**src/hdl/fieldbus_cmd_pkg.sv**
```systemverilog
// Purpose: Constants and types for the fieldbus setup and fault command handler.
// Assumes: 32-byte command and response frames reach the handler over APB.
// Notes: How it works
// How it works
// - A setup command (04h) answers with its opcode and setup mode byte echoed and command ready shown as 1.
// - An unsupported setup mode gives command error code 9.
// - Setup mode zero starts a parameter recalculation and applies the new setup.
// - Command ready is 1 before setup, 0 while it runs and 1 afterwards, and the fault flags keep their state.
// - Setup, fault read and fault clear are only accepted in phases 2 and 3; in other phases they give command error code 10.
// - A fault read (05h) echoes opcode, read mode and history index, and completes with command ready 1.
// - The fault read answer holds the index in bytes 6 and 7 and stored fault codes in bytes 8 to 31.
// - An invalid read mode or history index in a fault read gives command error code 9.
// - Read mode zero returns the present fault and warning codes.
// - History index zero selects the latest fault or warning.
// - A fault clear (06h) resets only the link error; device faults and warnings stay until power is cycled.
// - An invalid clear mode gives command error code 9.
package fieldbus_cmd_pkg;
   localparam int FRAME_BYTES = 32;
   localparam int FAULT_CODE_W = 16;
   localparam int HIST_IDX_W = 4;
   localparam int HIST_DEPTH_DEF = 16;
   localparam int DATA_CODES = 12;

   localparam logic [7:0] OP_SETUP = 8'h04;
   localparam logic [7:0] OP_FAULT_READ = 8'h05;
   localparam logic [7:0] OP_FAULT_CLEAR = 8'h06;

   localparam int BYTE_OPCODE = 0;
   localparam int BYTE_WDOG = 1;
   localparam int BYTE_STAT_LO = 2;
   localparam int BYTE_STAT_HI = 3;
   localparam int BYTE_MODE = 4;
   localparam int BYTE_INDEX_LO = 6;
   localparam int BYTE_INDEX_HI = 7;
   localparam int BYTE_DATA = 8;

   localparam logic [3:0] CMD_ERR_NONE = 4'h0;
   localparam logic [3:0] CMD_ERR_OPCODE = 4'h8;
   localparam logic [3:0] CMD_ERR_PARAM = 4'h9;
   localparam logic [3:0] CMD_ERR_PHASE = 4'hA;

   // Status word layout, also sent in response bytes 2 and 3.
   localparam int STAT_CMD_ERR_LSB = 0;
   localparam int STAT_LINK_ERR_LSB = 4;
   localparam int STAT_FAULT_BIT = 8;
   localparam int STAT_WARN_BIT = 9;
   localparam int STAT_READY_BIT = 10;

   localparam logic [7:0] ADDR_CMD_BASE = 8'h00;
   localparam logic [7:0] ADDR_RSP_BASE = 8'h20;
   localparam logic [7:0] ADDR_CTRL = 8'h40;
   localparam logic [7:0] ADDR_PHASE = 8'h44;
   localparam logic [7:0] ADDR_STATUS = 8'h48;
   localparam int CTRL_GO_BIT = 0;

   localparam logic [1:0] PHASE_RESET = 2'h1;
   localparam logic [7:0] WDOG_RESET = 8'h00;

   localparam int CLK_MHZ = 200;
   localparam int SETUP_TIME_NS = 2000;
   localparam int SETUP_CYCLES = (SETUP_TIME_NS * CLK_MHZ + 999) / 1000;

   typedef enum logic [3:0] {
      ST_IDLE = 4'b0001,
      ST_SETUP = 4'b0010,
      ST_FILL = 4'b0100,
      ST_FINISH = 4'b1000
   } state_type;
endpackage : fieldbus_cmd_pkg

```
**src/hdl/fieldbus_aux_if.sv**
```systemverilog
// Purpose: Links the command handler to its setup engine and fault history.
// Assumes: All three parties run on mclk.
// Notes: rd_index at or beyond the stored count reads as code zero.
`timescale 1ns/100ps
`default_nettype none
interface fieldbus_aux_if import fieldbus_cmd_pkg::*; ();
   logic setup_start;
   logic setup_busy;
   logic setup_done;
   logic [HIST_IDX_W:0] rd_index;
   logic [FAULT_CODE_W-1:0] rd_code;
   modport handler (output setup_start, rd_index, input setup_busy, setup_done, rd_code);
   modport setup (input setup_start, output setup_busy, setup_done);
   modport history (input rd_index, output rd_code);
endinterface : fieldbus_aux_if
`default_nettype wire

```
**src/hdl/fieldbus_cmd_handler.sv**
```systemverilog
// Purpose: Executes setup, fault read and fault clear commands held in an APB-written frame.
// Assumes: Fault and link events come from mclk logic as one-cycle pulses.
// Notes: The answer frame is rebuilt whole for every command; unused bytes read as zero.
//
// Register access over APB and the placing of the registers were left to the implementer.
`timescale 1ns/100ps
`default_nettype none
module fieldbus_cmd_handler import fieldbus_cmd_pkg::*; #(
   parameter int HIST_DEPTH = HIST_DEPTH_DEF,
   parameter int SETUP_CYC = SETUP_CYCLES
) (
   input wire logic mclk,
   input wire logic reset_n,
   input wire logic psel,
   input wire logic penable,
   input wire logic pwrite,
   input wire logic [7:0] paddr,
   input wire logic [31:0] pwdata,
   input wire logic [3:0] pstrb,
   output logic [31:0] prdata,
   output logic pready,
   output logic pslverr,
   input wire logic fault_event,
   input wire logic fault_is_warning,
   input wire logic [FAULT_CODE_W-1:0] fault_code,
   input wire logic link_fault_event,
   input wire logic [3:0] link_fault_code,
   output logic command_ready_flag,
   output logic [3:0] link_error_code,
   output logic setup_apply
);
   fieldbus_aux_if aux ();

   fault_history #(.DEPTH(HIST_DEPTH)) u_history (
      .mclk(mclk),
      .reset_n(reset_n),
      .fault_event(fault_event),
      .fault_code(fault_code),
      .aux(aux.history)
   );

   setup_engine #(.CYCLES(SETUP_CYC)) u_setup (
      .mclk(mclk),
      .reset_n(reset_n),
      .setup_apply(setup_apply),
      .aux(aux.setup)
   );

   state_type state_q, state_d;
   logic [7:0] cmd_q [FRAME_BYTES];
   logic [7:0] cmd_d [FRAME_BYTES];
   logic [7:0] rsp_q [FRAME_BYTES];
   logic [7:0] rsp_d [FRAME_BYTES];
   logic [1:0] phase_q, phase_d;
   logic device_fault_flag_q, device_fault_flag_d;
   logic device_warning_flag_q, device_warning_flag_d;
   logic [3:0] link_err_q, link_err_d;
   logic [3:0] cmd_err_q, cmd_err_d;
   logic [7:0] wdog_q, wdog_d;
   logic [3:0] fill_q, fill_d;
   logic [15:0] index_q, index_d;
   logic [31:0] prdata_q, prdata_d;
   logic wr_access;
   logic go;
   logic bus_err;
   logic phase_ok;
   logic [16:0] rd_sum;

   function automatic logic [15:0] status_word(input logic ready, input logic fault, input logic warn,
                                               input logic [3:0] link_err, input logic [3:0] cmd_err);
      logic [15:0] w;
      w = '0;
      w[STAT_CMD_ERR_LSB +: 4] = cmd_err;
      w[STAT_LINK_ERR_LSB +: 4] = link_err;
      w[STAT_FAULT_BIT] = fault;
      w[STAT_WARN_BIT] = warn;
      w[STAT_READY_BIT] = ready;
      return w;
   endfunction : status_word

   assign wr_access = psel && penable && pwrite;
   assign phase_ok = (phase_q == 2'h2) || (phase_q == 2'h3);
   assign rd_sum = {1'b0, index_q} + {13'h0000, fill_q};
   assign aux.rd_index = (rd_sum >= 17'(HIST_DEPTH)) ? '1 : rd_sum[HIST_IDX_W:0];

   always_comb
   begin
      logic [15:0] stat;
      logic [7:0] op;
      stat = '0;
      op = cmd_q[BYTE_OPCODE];
      state_d = state_q;
      cmd_d = cmd_q;
      rsp_d = rsp_q;
      phase_d = phase_q;
      device_fault_flag_d = device_fault_flag_q;
      device_warning_flag_d = device_warning_flag_q;
      link_err_d = link_err_q;
      cmd_err_d = cmd_err_q;
      wdog_d = wdog_q;
      fill_d = fill_q;
      index_d = index_q;
      prdata_d = prdata_q;
      go = 1'b0;
      bus_err = 1'b0;
      aux.setup_start = 1'b0;

      // Register writes; the command frame is locked while a command runs.
      if (psel && paddr[1:0] != 2'b00)
      begin
         bus_err = 1'b1;
      end
      else if (paddr < ADDR_RSP_BASE)
      begin
         if (wr_access && state_q == ST_IDLE)
         begin
            for (int b = 0; b < 4; b++)
            begin
               if (pstrb[b])
               begin
                  cmd_d[{paddr[4:2], 2'(b)}] = pwdata[8*b +: 8];
               end
            end
         end
         else if (psel && pwrite)
         begin
            bus_err = 1'b1;
         end
      end
      else if (paddr < ADDR_CTRL)
      begin
         bus_err = psel && pwrite;
      end
      else if (paddr == ADDR_CTRL)
      begin
         if (wr_access && pstrb[0] && pwdata[CTRL_GO_BIT])
         begin
            go = (state_q == ST_IDLE);
            bus_err = (state_q != ST_IDLE);
         end
      end
      else if (paddr == ADDR_PHASE)
      begin
         if (wr_access && pstrb[0])
         begin
            phase_d = pwdata[1:0];
         end
      end
      else if (paddr == ADDR_STATUS)
      begin
         bus_err = psel && pwrite;
      end
      else
      begin
         bus_err = psel;
      end

      // Read data is captured in the setup cycle so it comes from a flip-flop.
      if (psel && !penable)
      begin
         prdata_d = '0;
         if (paddr < ADDR_RSP_BASE)
         begin
            prdata_d = {cmd_q[{paddr[4:2], 2'd3}], cmd_q[{paddr[4:2], 2'd2}],
                        cmd_q[{paddr[4:2], 2'd1}], cmd_q[{paddr[4:2], 2'd0}]};
         end
         else if (paddr < ADDR_CTRL)
         begin
            prdata_d = {rsp_q[{paddr[4:2], 2'd3}], rsp_q[{paddr[4:2], 2'd2}],
                        rsp_q[{paddr[4:2], 2'd1}], rsp_q[{paddr[4:2], 2'd0}]};
         end
         else if (paddr == ADDR_PHASE)
         begin
            prdata_d = {30'h00000000, phase_q};
         end
         else if (paddr == ADDR_STATUS)
         begin
            prdata_d = {16'h0000, status_word(state_q == ST_IDLE, device_fault_flag_q,
                                             device_warning_flag_q, link_err_q, cmd_err_q)};
         end
      end

      case (state_q)
         ST_IDLE:
         begin
            if (go)
            begin
               for (int i = 0; i < FRAME_BYTES; i++)
               begin
                  rsp_d[i] = 8'h00;
               end
               rsp_d[BYTE_OPCODE] = op;
               wdog_d = wdog_q + 8'h01;
               cmd_err_d = CMD_ERR_NONE;
               state_d = ST_FINISH;
               case (op)
                  OP_SETUP:
                  begin
                     rsp_d[BYTE_MODE] = cmd_q[BYTE_MODE];
                     if (!phase_ok)
                     begin
                        cmd_err_d = CMD_ERR_PHASE;
                     end
                     else if (cmd_q[BYTE_MODE] != 8'h00)
                     begin
                        cmd_err_d = CMD_ERR_PARAM;
                     end
                     else
                     begin
                        aux.setup_start = 1'b1;
                        state_d = ST_SETUP;
                     end
                  end
                  OP_FAULT_READ:
                  begin
                     rsp_d[BYTE_MODE] = cmd_q[BYTE_MODE];
                     rsp_d[BYTE_INDEX_LO] = cmd_q[BYTE_INDEX_LO];
                     rsp_d[BYTE_INDEX_HI] = cmd_q[BYTE_INDEX_HI];
                     index_d = {cmd_q[BYTE_INDEX_HI], cmd_q[BYTE_INDEX_LO]};
                     fill_d = '0;
                     if (!phase_ok)
                     begin
                        cmd_err_d = CMD_ERR_PHASE;
                     end
                     else if (cmd_q[BYTE_MODE] != 8'h00 ||
                              {cmd_q[BYTE_INDEX_HI], cmd_q[BYTE_INDEX_LO]} >= 16'(HIST_DEPTH))
                     begin
                        cmd_err_d = CMD_ERR_PARAM;
                     end
                     else
                     begin
                        state_d = ST_FILL;
                     end
                  end
                  OP_FAULT_CLEAR:
                  begin
                     rsp_d[BYTE_MODE] = cmd_q[BYTE_MODE];
                     if (!phase_ok)
                     begin
                        cmd_err_d = CMD_ERR_PHASE;
                     end
                     else if (cmd_q[BYTE_MODE] != 8'h00)
                     begin
                        cmd_err_d = CMD_ERR_PARAM;
                     end
                     else
                     begin
                        link_err_d = 4'h0;
                     end
                  end
                  default:
                  begin
                     cmd_err_d = CMD_ERR_OPCODE;
                  end
               endcase
            end
         end
         ST_SETUP:
         begin
            if (aux.setup_done)
            begin
               state_d = ST_FINISH;
            end
         end
         ST_FILL:
         begin
            rsp_d[BYTE_DATA + 2 * int'(fill_q)] = aux.rd_code[7:0];
            rsp_d[BYTE_DATA + 2 * int'(fill_q) + 1] = aux.rd_code[15:8];
            fill_d = fill_q + 4'h1;
            if (int'(fill_q) == DATA_CODES - 1)
            begin
               state_d = ST_FINISH;
            end
         end
         ST_FINISH:
         begin
            stat = status_word(1'b1, device_fault_flag_q, device_warning_flag_q, link_err_q, cmd_err_q);
            rsp_d[BYTE_WDOG] = wdog_q;
            rsp_d[BYTE_STAT_LO] = stat[7:0];
            rsp_d[BYTE_STAT_HI] = stat[15:8];
            state_d = ST_IDLE;
         end
         default:
         begin
            state_d = ST_IDLE;
         end
      endcase

      // Events are applied last so a new one wins over a clear in the same cycle.
      if (fault_event)
      begin
         if (fault_is_warning)
         begin
            device_warning_flag_d = 1'b1;
         end
         else
         begin
            device_fault_flag_d = 1'b1;
         end
      end
      if (link_fault_event)
      begin
         link_err_d = link_fault_code;
      end
   end

   always_ff @(posedge mclk)
   begin
      if (!reset_n)
      begin
         state_q <= ST_IDLE;
         for (int i = 0; i < FRAME_BYTES; i++)
         begin
            cmd_q[i] <= 8'h00;
            rsp_q[i] <= 8'h00;
         end
         phase_q <= PHASE_RESET;
         device_fault_flag_q <= 1'b0;
         device_warning_flag_q <= 1'b0;
         link_err_q <= 4'h0;
         cmd_err_q <= CMD_ERR_NONE;
         wdog_q <= WDOG_RESET;
         fill_q <= 4'h0;
         index_q <= 16'h0000;
         prdata_q <= 32'h00000000;
      end
      else
      begin
         state_q <= state_d;
         cmd_q <= cmd_d;
         rsp_q <= rsp_d;
         phase_q <= phase_d;
         device_fault_flag_q <= device_fault_flag_d;
         device_warning_flag_q <= device_warning_flag_d;
         link_err_q <= link_err_d;
         cmd_err_q <= cmd_err_d;
         wdog_q <= wdog_d;
         fill_q <= fill_d;
         index_q <= index_d;
         prdata_q <= prdata_d;
      end
   end

   assign prdata = prdata_q;
   assign pready = 1'b1;
   assign pslverr = psel && penable && bus_err;
   assign command_ready_flag = state_q[0];
   assign link_error_code = link_err_q;
endmodule : fieldbus_cmd_handler
`default_nettype wire

```
**src/hdl/fault_history.sv**
```systemverilog
// Purpose: Keeps the most recent fault and warning codes, newest at index zero.
// Assumes: fault_event is a one-cycle pulse from mclk logic.
// Notes: Only reset clears the history, as a power cycle would.
`timescale 1ns/100ps
`default_nettype none
module fault_history import fieldbus_cmd_pkg::*; #(
   parameter int DEPTH = HIST_DEPTH_DEF
) (
   input wire logic mclk,
   input wire logic reset_n,
   input wire logic fault_event,
   input wire logic [FAULT_CODE_W-1:0] fault_code,
   fieldbus_aux_if.history aux
);
   generate
      if (DEPTH < 2 || DEPTH > (1 << HIST_IDX_W))
      begin : g_bad_depth
         $error("fault_history DEPTH out of range");
      end
   endgenerate

   logic [FAULT_CODE_W-1:0] mem_q [DEPTH];
   logic [FAULT_CODE_W-1:0] mem_d [DEPTH];
   logic [HIST_IDX_W-1:0] wr_q, wr_d;
   logic [HIST_IDX_W:0] cnt_q, cnt_d;

   always_comb
   begin
      int slot;
      slot = 0;
      mem_d = mem_q;
      wr_d = wr_q;
      cnt_d = cnt_q;
      if (fault_event)
      begin
         mem_d[wr_q] = fault_code;
         wr_d = (int'(wr_q) == DEPTH - 1) ? '0 : wr_q + 1'b1;
         if (int'(cnt_q) < DEPTH)
         begin
            cnt_d = cnt_q + 1'b1;
         end
      end
      aux.rd_code = '0;
      if (aux.rd_index < cnt_q)
      begin
         slot = int'(wr_q) - 1 - int'(aux.rd_index);
         if (slot < 0)
         begin
            slot = slot + DEPTH;
         end
         aux.rd_code = mem_q[slot];
      end
   end

   always_ff @(posedge mclk)
   begin
      if (!reset_n)
      begin
         for (int i = 0; i < DEPTH; i++)
         begin
            mem_q[i] <= '0;
         end
         wr_q <= '0;
         cnt_q <= '0;
      end
      else
      begin
         mem_q <= mem_d;
         wr_q <= wr_d;
         cnt_q <= cnt_d;
      end
   end
endmodule : fault_history
`default_nettype wire

```
**src/hdl/setup_engine.sv**
```systemverilog
// Purpose: Times the parameter recalculation and applies the new setup at its end.
// Assumes: setup_start is a one-cycle pulse given only while idle.
// Notes: setup_apply pulses in the same cycle as setup_done.
`timescale 1ns/100ps
`default_nettype none
module setup_engine import fieldbus_cmd_pkg::*; #(
   parameter int CYCLES = SETUP_CYCLES
) (
   input wire logic mclk,
   input wire logic reset_n,
   output logic setup_apply,
   fieldbus_aux_if.setup aux
);
   generate
      if (CYCLES < 1 || CYCLES > 65535)
      begin : g_bad_cycles
         $error("setup_engine CYCLES out of range");
      end
   endgenerate

   logic [15:0] cnt_q, cnt_d;

   always_comb
   begin
      cnt_d = cnt_q;
      if (aux.setup_start && cnt_q == '0)
      begin
         cnt_d = 16'(CYCLES);
      end
      else if (cnt_q != '0)
      begin
         cnt_d = cnt_q - 1'b1;
      end
      aux.setup_busy = (cnt_q != '0);
      aux.setup_done = (cnt_q == 16'h0001);
      setup_apply = aux.setup_done;
   end

   always_ff @(posedge mclk)
   begin
      if (!reset_n)
      begin
         cnt_q <= '0;
      end
      else
      begin
         cnt_q <= cnt_d;
      end
   end
endmodule : setup_engine
`default_nettype wire

```
**config.mk**
```make
export PLATFORM = sky130hd
export DESIGN_NAME = fieldbus_cmd_handler
export DESIGN_NICKNAME = d
export VERILOG_FILES = /design/src/hdl/fieldbus_cmd_pkg.sv /design/src/hdl/fieldbus_aux_if.sv /design/src/hdl/fieldbus_cmd_handler.sv /design/src/hdl/fault_history.sv /design/src/hdl/setup_engine.sv
export SDC_FILE = /design/constraint.sdc
export NUM_CORES = 2
export LEC_CHECK = 0
export BUFFER_PORTS_ARGS = -buffer_cell sky130_fd_sc_hd__clkbuf_2
export CAP_MARGIN = 25
export CORE_AREA = 2 2 248 250
export CTS_BUF_LIST = sky130_fd_sc_hd__clkbuf_2
export DETAILED_ROUTE_END_ITERATION = 16
export DIE_AREA = 0 0 250 252
export PLACE_DENSITY = 0.77
export SLEW_MARGIN = 20
export SYNTH_ARGS = -nofsm -noshare
export SYNTH_HDL_FRONTEND = slang
export SYNTH_SLANG_ARGS = --single-unit
```
**constraint.sdc**
```tcl
create_clock -name mclk -period 16.8 [get_ports mclk]
set_clock_uncertainty 0.1 [all_clocks]
set_input_delay 3.36 -clock mclk [delete_from_list [all_inputs] [get_ports mclk]]
set_output_delay 3.36 -clock mclk [all_outputs]
set_load 0.05 [all_outputs]
```
==> impl_metrics.yaml <==
status:
  status: "finished, final reports clean"
route:
  vias_per_cell: 6.228
  firstDrtPassIters: 8
  drcViolationCount: 0
  wl_mm: 109.8
  num_vias: 32100
  antenna_left: 0
  routedWlPerCell_um: 21.30
  drt_iter0_drc: 3368
power:
  vdd_drop_max_uv: 75.80
  pwr-share-comb_pct: 8.5
  p_sw_mw: 1.096
  pwr-share-seq_pct: 55.1
  clkPwrFrac_pct: 36.3
  power_leakage_nw: 12.98
  pwr_density_cell_nw_per_um2: 100.0
  p_sw_share_pct: 28.65
  internal_power_mw: 2.730
floorplanning:
  die_h_um: 252
  core.rowCount: 90
  die_area_um2: 63000
  io_pins: 112
  die_w_um: 250
  initial_core_util_pct: 59.58
  core_area_um2: 60130
final_layout:
  fin_area_um2: 38260
  final_common_cell: "nand2_1"
  layout_common_cells: "nand2_1 (1227), dfxtp_1 (868), a21oi_1 (636)"
  syn2layout_area_growth_pct: 6.782
  drive_gt1_share_pct: 13.07
  fin_nets: 4326
yosys:
  synth_xor_area_share_pct: 0.7578
  syn_inst: 4216
  synth-edff-count: 0
  avgSynthCellArea_um2: 8.498
  synth.top_cells.by_area: "dfxtp_1 (49%), nand2_1 (13%), a21oi_1 (9.0%), a22o_1 (5.5%), mux4_2 (5.0%)"
  synth_top_area_share_pct: 48.50
  synth_fa_ha_area_share_pct: 0.9150
  synth_nets: 4313
  yosysTopAreaCell: "dfxtp_1"
  synth_seq_cells: 868
  synth_cell_types: 65
  muxShareOfSynthArea_pct: 5.748
  synth_top_flop_cell: "dfxtp_1"
  ys_seq_area_share_pct: 48.50
  synthArstFlopShare_pct: 0
  synth_top_family_by_area: "compound AO/OA/AOI/OAI gates"
  yosys_warnings: 0
  syn_area_um2: 35830
  synth_simple_gate_area_share_pct: 18.46
  synth-compound-area-share_pct: 21.29
placement:
  dp_hpwl_mm: 69.52
  port_buffers: 110
  placed_cell_area_um2: 36400
  place.gp.congestion: 0.8796
cts:
  htree_levels: 4
  clkSinkCount: 868
  clkTransAtPathRegs_ns: 0.09
  cts_setup_buffers: 0
  cts.repair.resized: 0
  cts_root_buf: "clkbuf_2"
  cts_hold_buf: 0
  cts_inserted_buffers: 205
  ctsLongestPathBuffers: 3
  clk_latency_ns: 1.47
  cts_tree: "done"
critical_path:
  cp.arrival_ns: 5.45
  cp_cell_sequence: "clkbuf_2 > nor2b_1 > nand2b_1 > o32a_1 > o21ai_0 > a21oi_1 > clkbuf_2"
  critical_path.max_fanout: 28
  setup.worst_path.end_class: "output pin"
  cpMostUsedCell: "clkbuf_2"
  startpoint_type: "input port"
  cp.required_ns: 13.34
  critPathKind: "input port to output pin"
  crit_slowest_cell: "clkbuf_2"
  slowest_delay_ns: 0.55
sta:
  fin_crit_sh_pct: 53.05
  fmax_mhz: 112.2
  drv_slew: 0
  setup_violations: 0
  period_minus_slack_ns: 8.912
  fin_setup_tns_ns: 0
  rsz0062_at_grt: "no"
  tightest_slew_ns: 1.248
  finalHoldViolCount: 0
  relSlewSlack_pct: 16.81
job:
  drv_cap: 0
grt:
  grt_pass1_vias: 30140
  grt_overflow: 0
  grt_pass1_wl_mm: 170.1
  grt.total_usage_pct: 34.17
  antenna_found_initial: 6
  grt_max_degree: 239
min_path:
  hp-class: "flip-flop to flip-flop"
power by group through the flow:
stage                     Combinational [mW]  Sequential, mW  Clock [mW]
after floorplan                        0.225            2.16           0
after global placement                 0.318            2.16           0
after detailed placement               0.321            2.16           0
after CTS                              0.322            2.11        1.40
after global routing                   0.354            2.11        1.51
final                                  0.327            2.11        1.39
kinds of logic (layout without fill, tap and decap cells):
| group | after synthesis | in the layout |
|---|---|---|
| simple gates | 1617 | 1617 |
| compound gates | 1191 | 1191 |
| flops | 868 | 868 |
| buf+inv | 382 | 527 |
| mux | 101 | 101 |
| xor+xnor | 31 | 31 |
| fa+ha+maj | 25 | 25 |
| other cells | 1 | 12 |
synthesized netlist by cell type, types with 22 or more instances:
cell type  count
nor3_1        62
and3_1        22
nor2_1       136
a22oi_1      171
dfxtp_1      868
clkbuf_1     266
a221oi_1      36
nand2_1     1227
inv_1         30
and2_1        26
buf_1         53
a31oi_1       33
mux4_2        79
a21oi_1      641
nand3_1       62
a22o_1       227
ha_1          23
o21ai_0       22
a41oi_1       22
per-stage QoR:
| stage | hold slack [ns] | utilization [%] | setup slack (ns) | total power, mW | instances |
|---|---|---|---|---|---|
| after floorplan | 0.3289 | - | 7.921 | 2.388 | 4216 |
| after global placement | 0.3377 | 60.50 | 8.049 | 2.473 | 4802 |
| after detailed placement | 0.3433 | 60.53 | 7.974 | 2.477 | 4803 |
| after CTS | 0.3566 | 63.57 | 7.961 | 3.834 | 5142 |
| after global routing | 0.3726 | 63.61 | 7.780 | 3.979 | 5150 |
| final | 0.3545 | 63.62 | 7.888 | 3.826 | 5154 |
path summary, 6_finish.rpt:
kind | startpoint | to | slack, ns | cells after the start
min | u_history.mem_q[177] | u_history.mem_q[177] | 0.35 | 2
max reg2reg | fill_q[0] | rsp_q[18] | 10.08 | 15
min reg2reg | u_history.mem_q[177] | u_history.mem_q[177] | 0.35 | 2
max | paddr[3] | pslverr | 7.89 | 7
layout make-up:
type                    count  area (µm²)
repair buffers            157       920.9
inverters                  31       123.9
clock buffers             271        1356
well taps                 782       978.4
diodes                     11       27.53
clock inverters            68       471.7
multi-input cells        2966       17000
flip-flops and latches    868       17380
fillers                  5250       21870
critical path, delay by kind of cell:
kind | cells | cell delay, ns
AND/OR/NAND/NOR | 2 | 0.67
buffers and inverters | 2 | 0.79
AO/OA/AOI/OAI | 3 | 0.61
routing by layer:
layer  global-route usage [%]  wire length [µm]  vias to the layer above
met2                    55.54             51600                     1752
met4                    17.16              4231                        0
met3                    7.366             11050                      263
met5                        0                 0                        -
li1                         -                 -                    14890
met1                    43.20             42920                    15190
registers in the layout (all words and copies together) (netlist names), 2 cells and up:
signal,count
cmd_err_q,3
cmd_q,256
fill_q,4
index_q,16
link_error_code,4
phase_q,2
prdata,32
rsp_q,256
state_q,4
u_history.cnt_q,5
u_history.mem_q,256
u_history.wr_q,4
u_setup.cnt_q,16
wdog_q,8
Power figures use the tool's default switching activity.
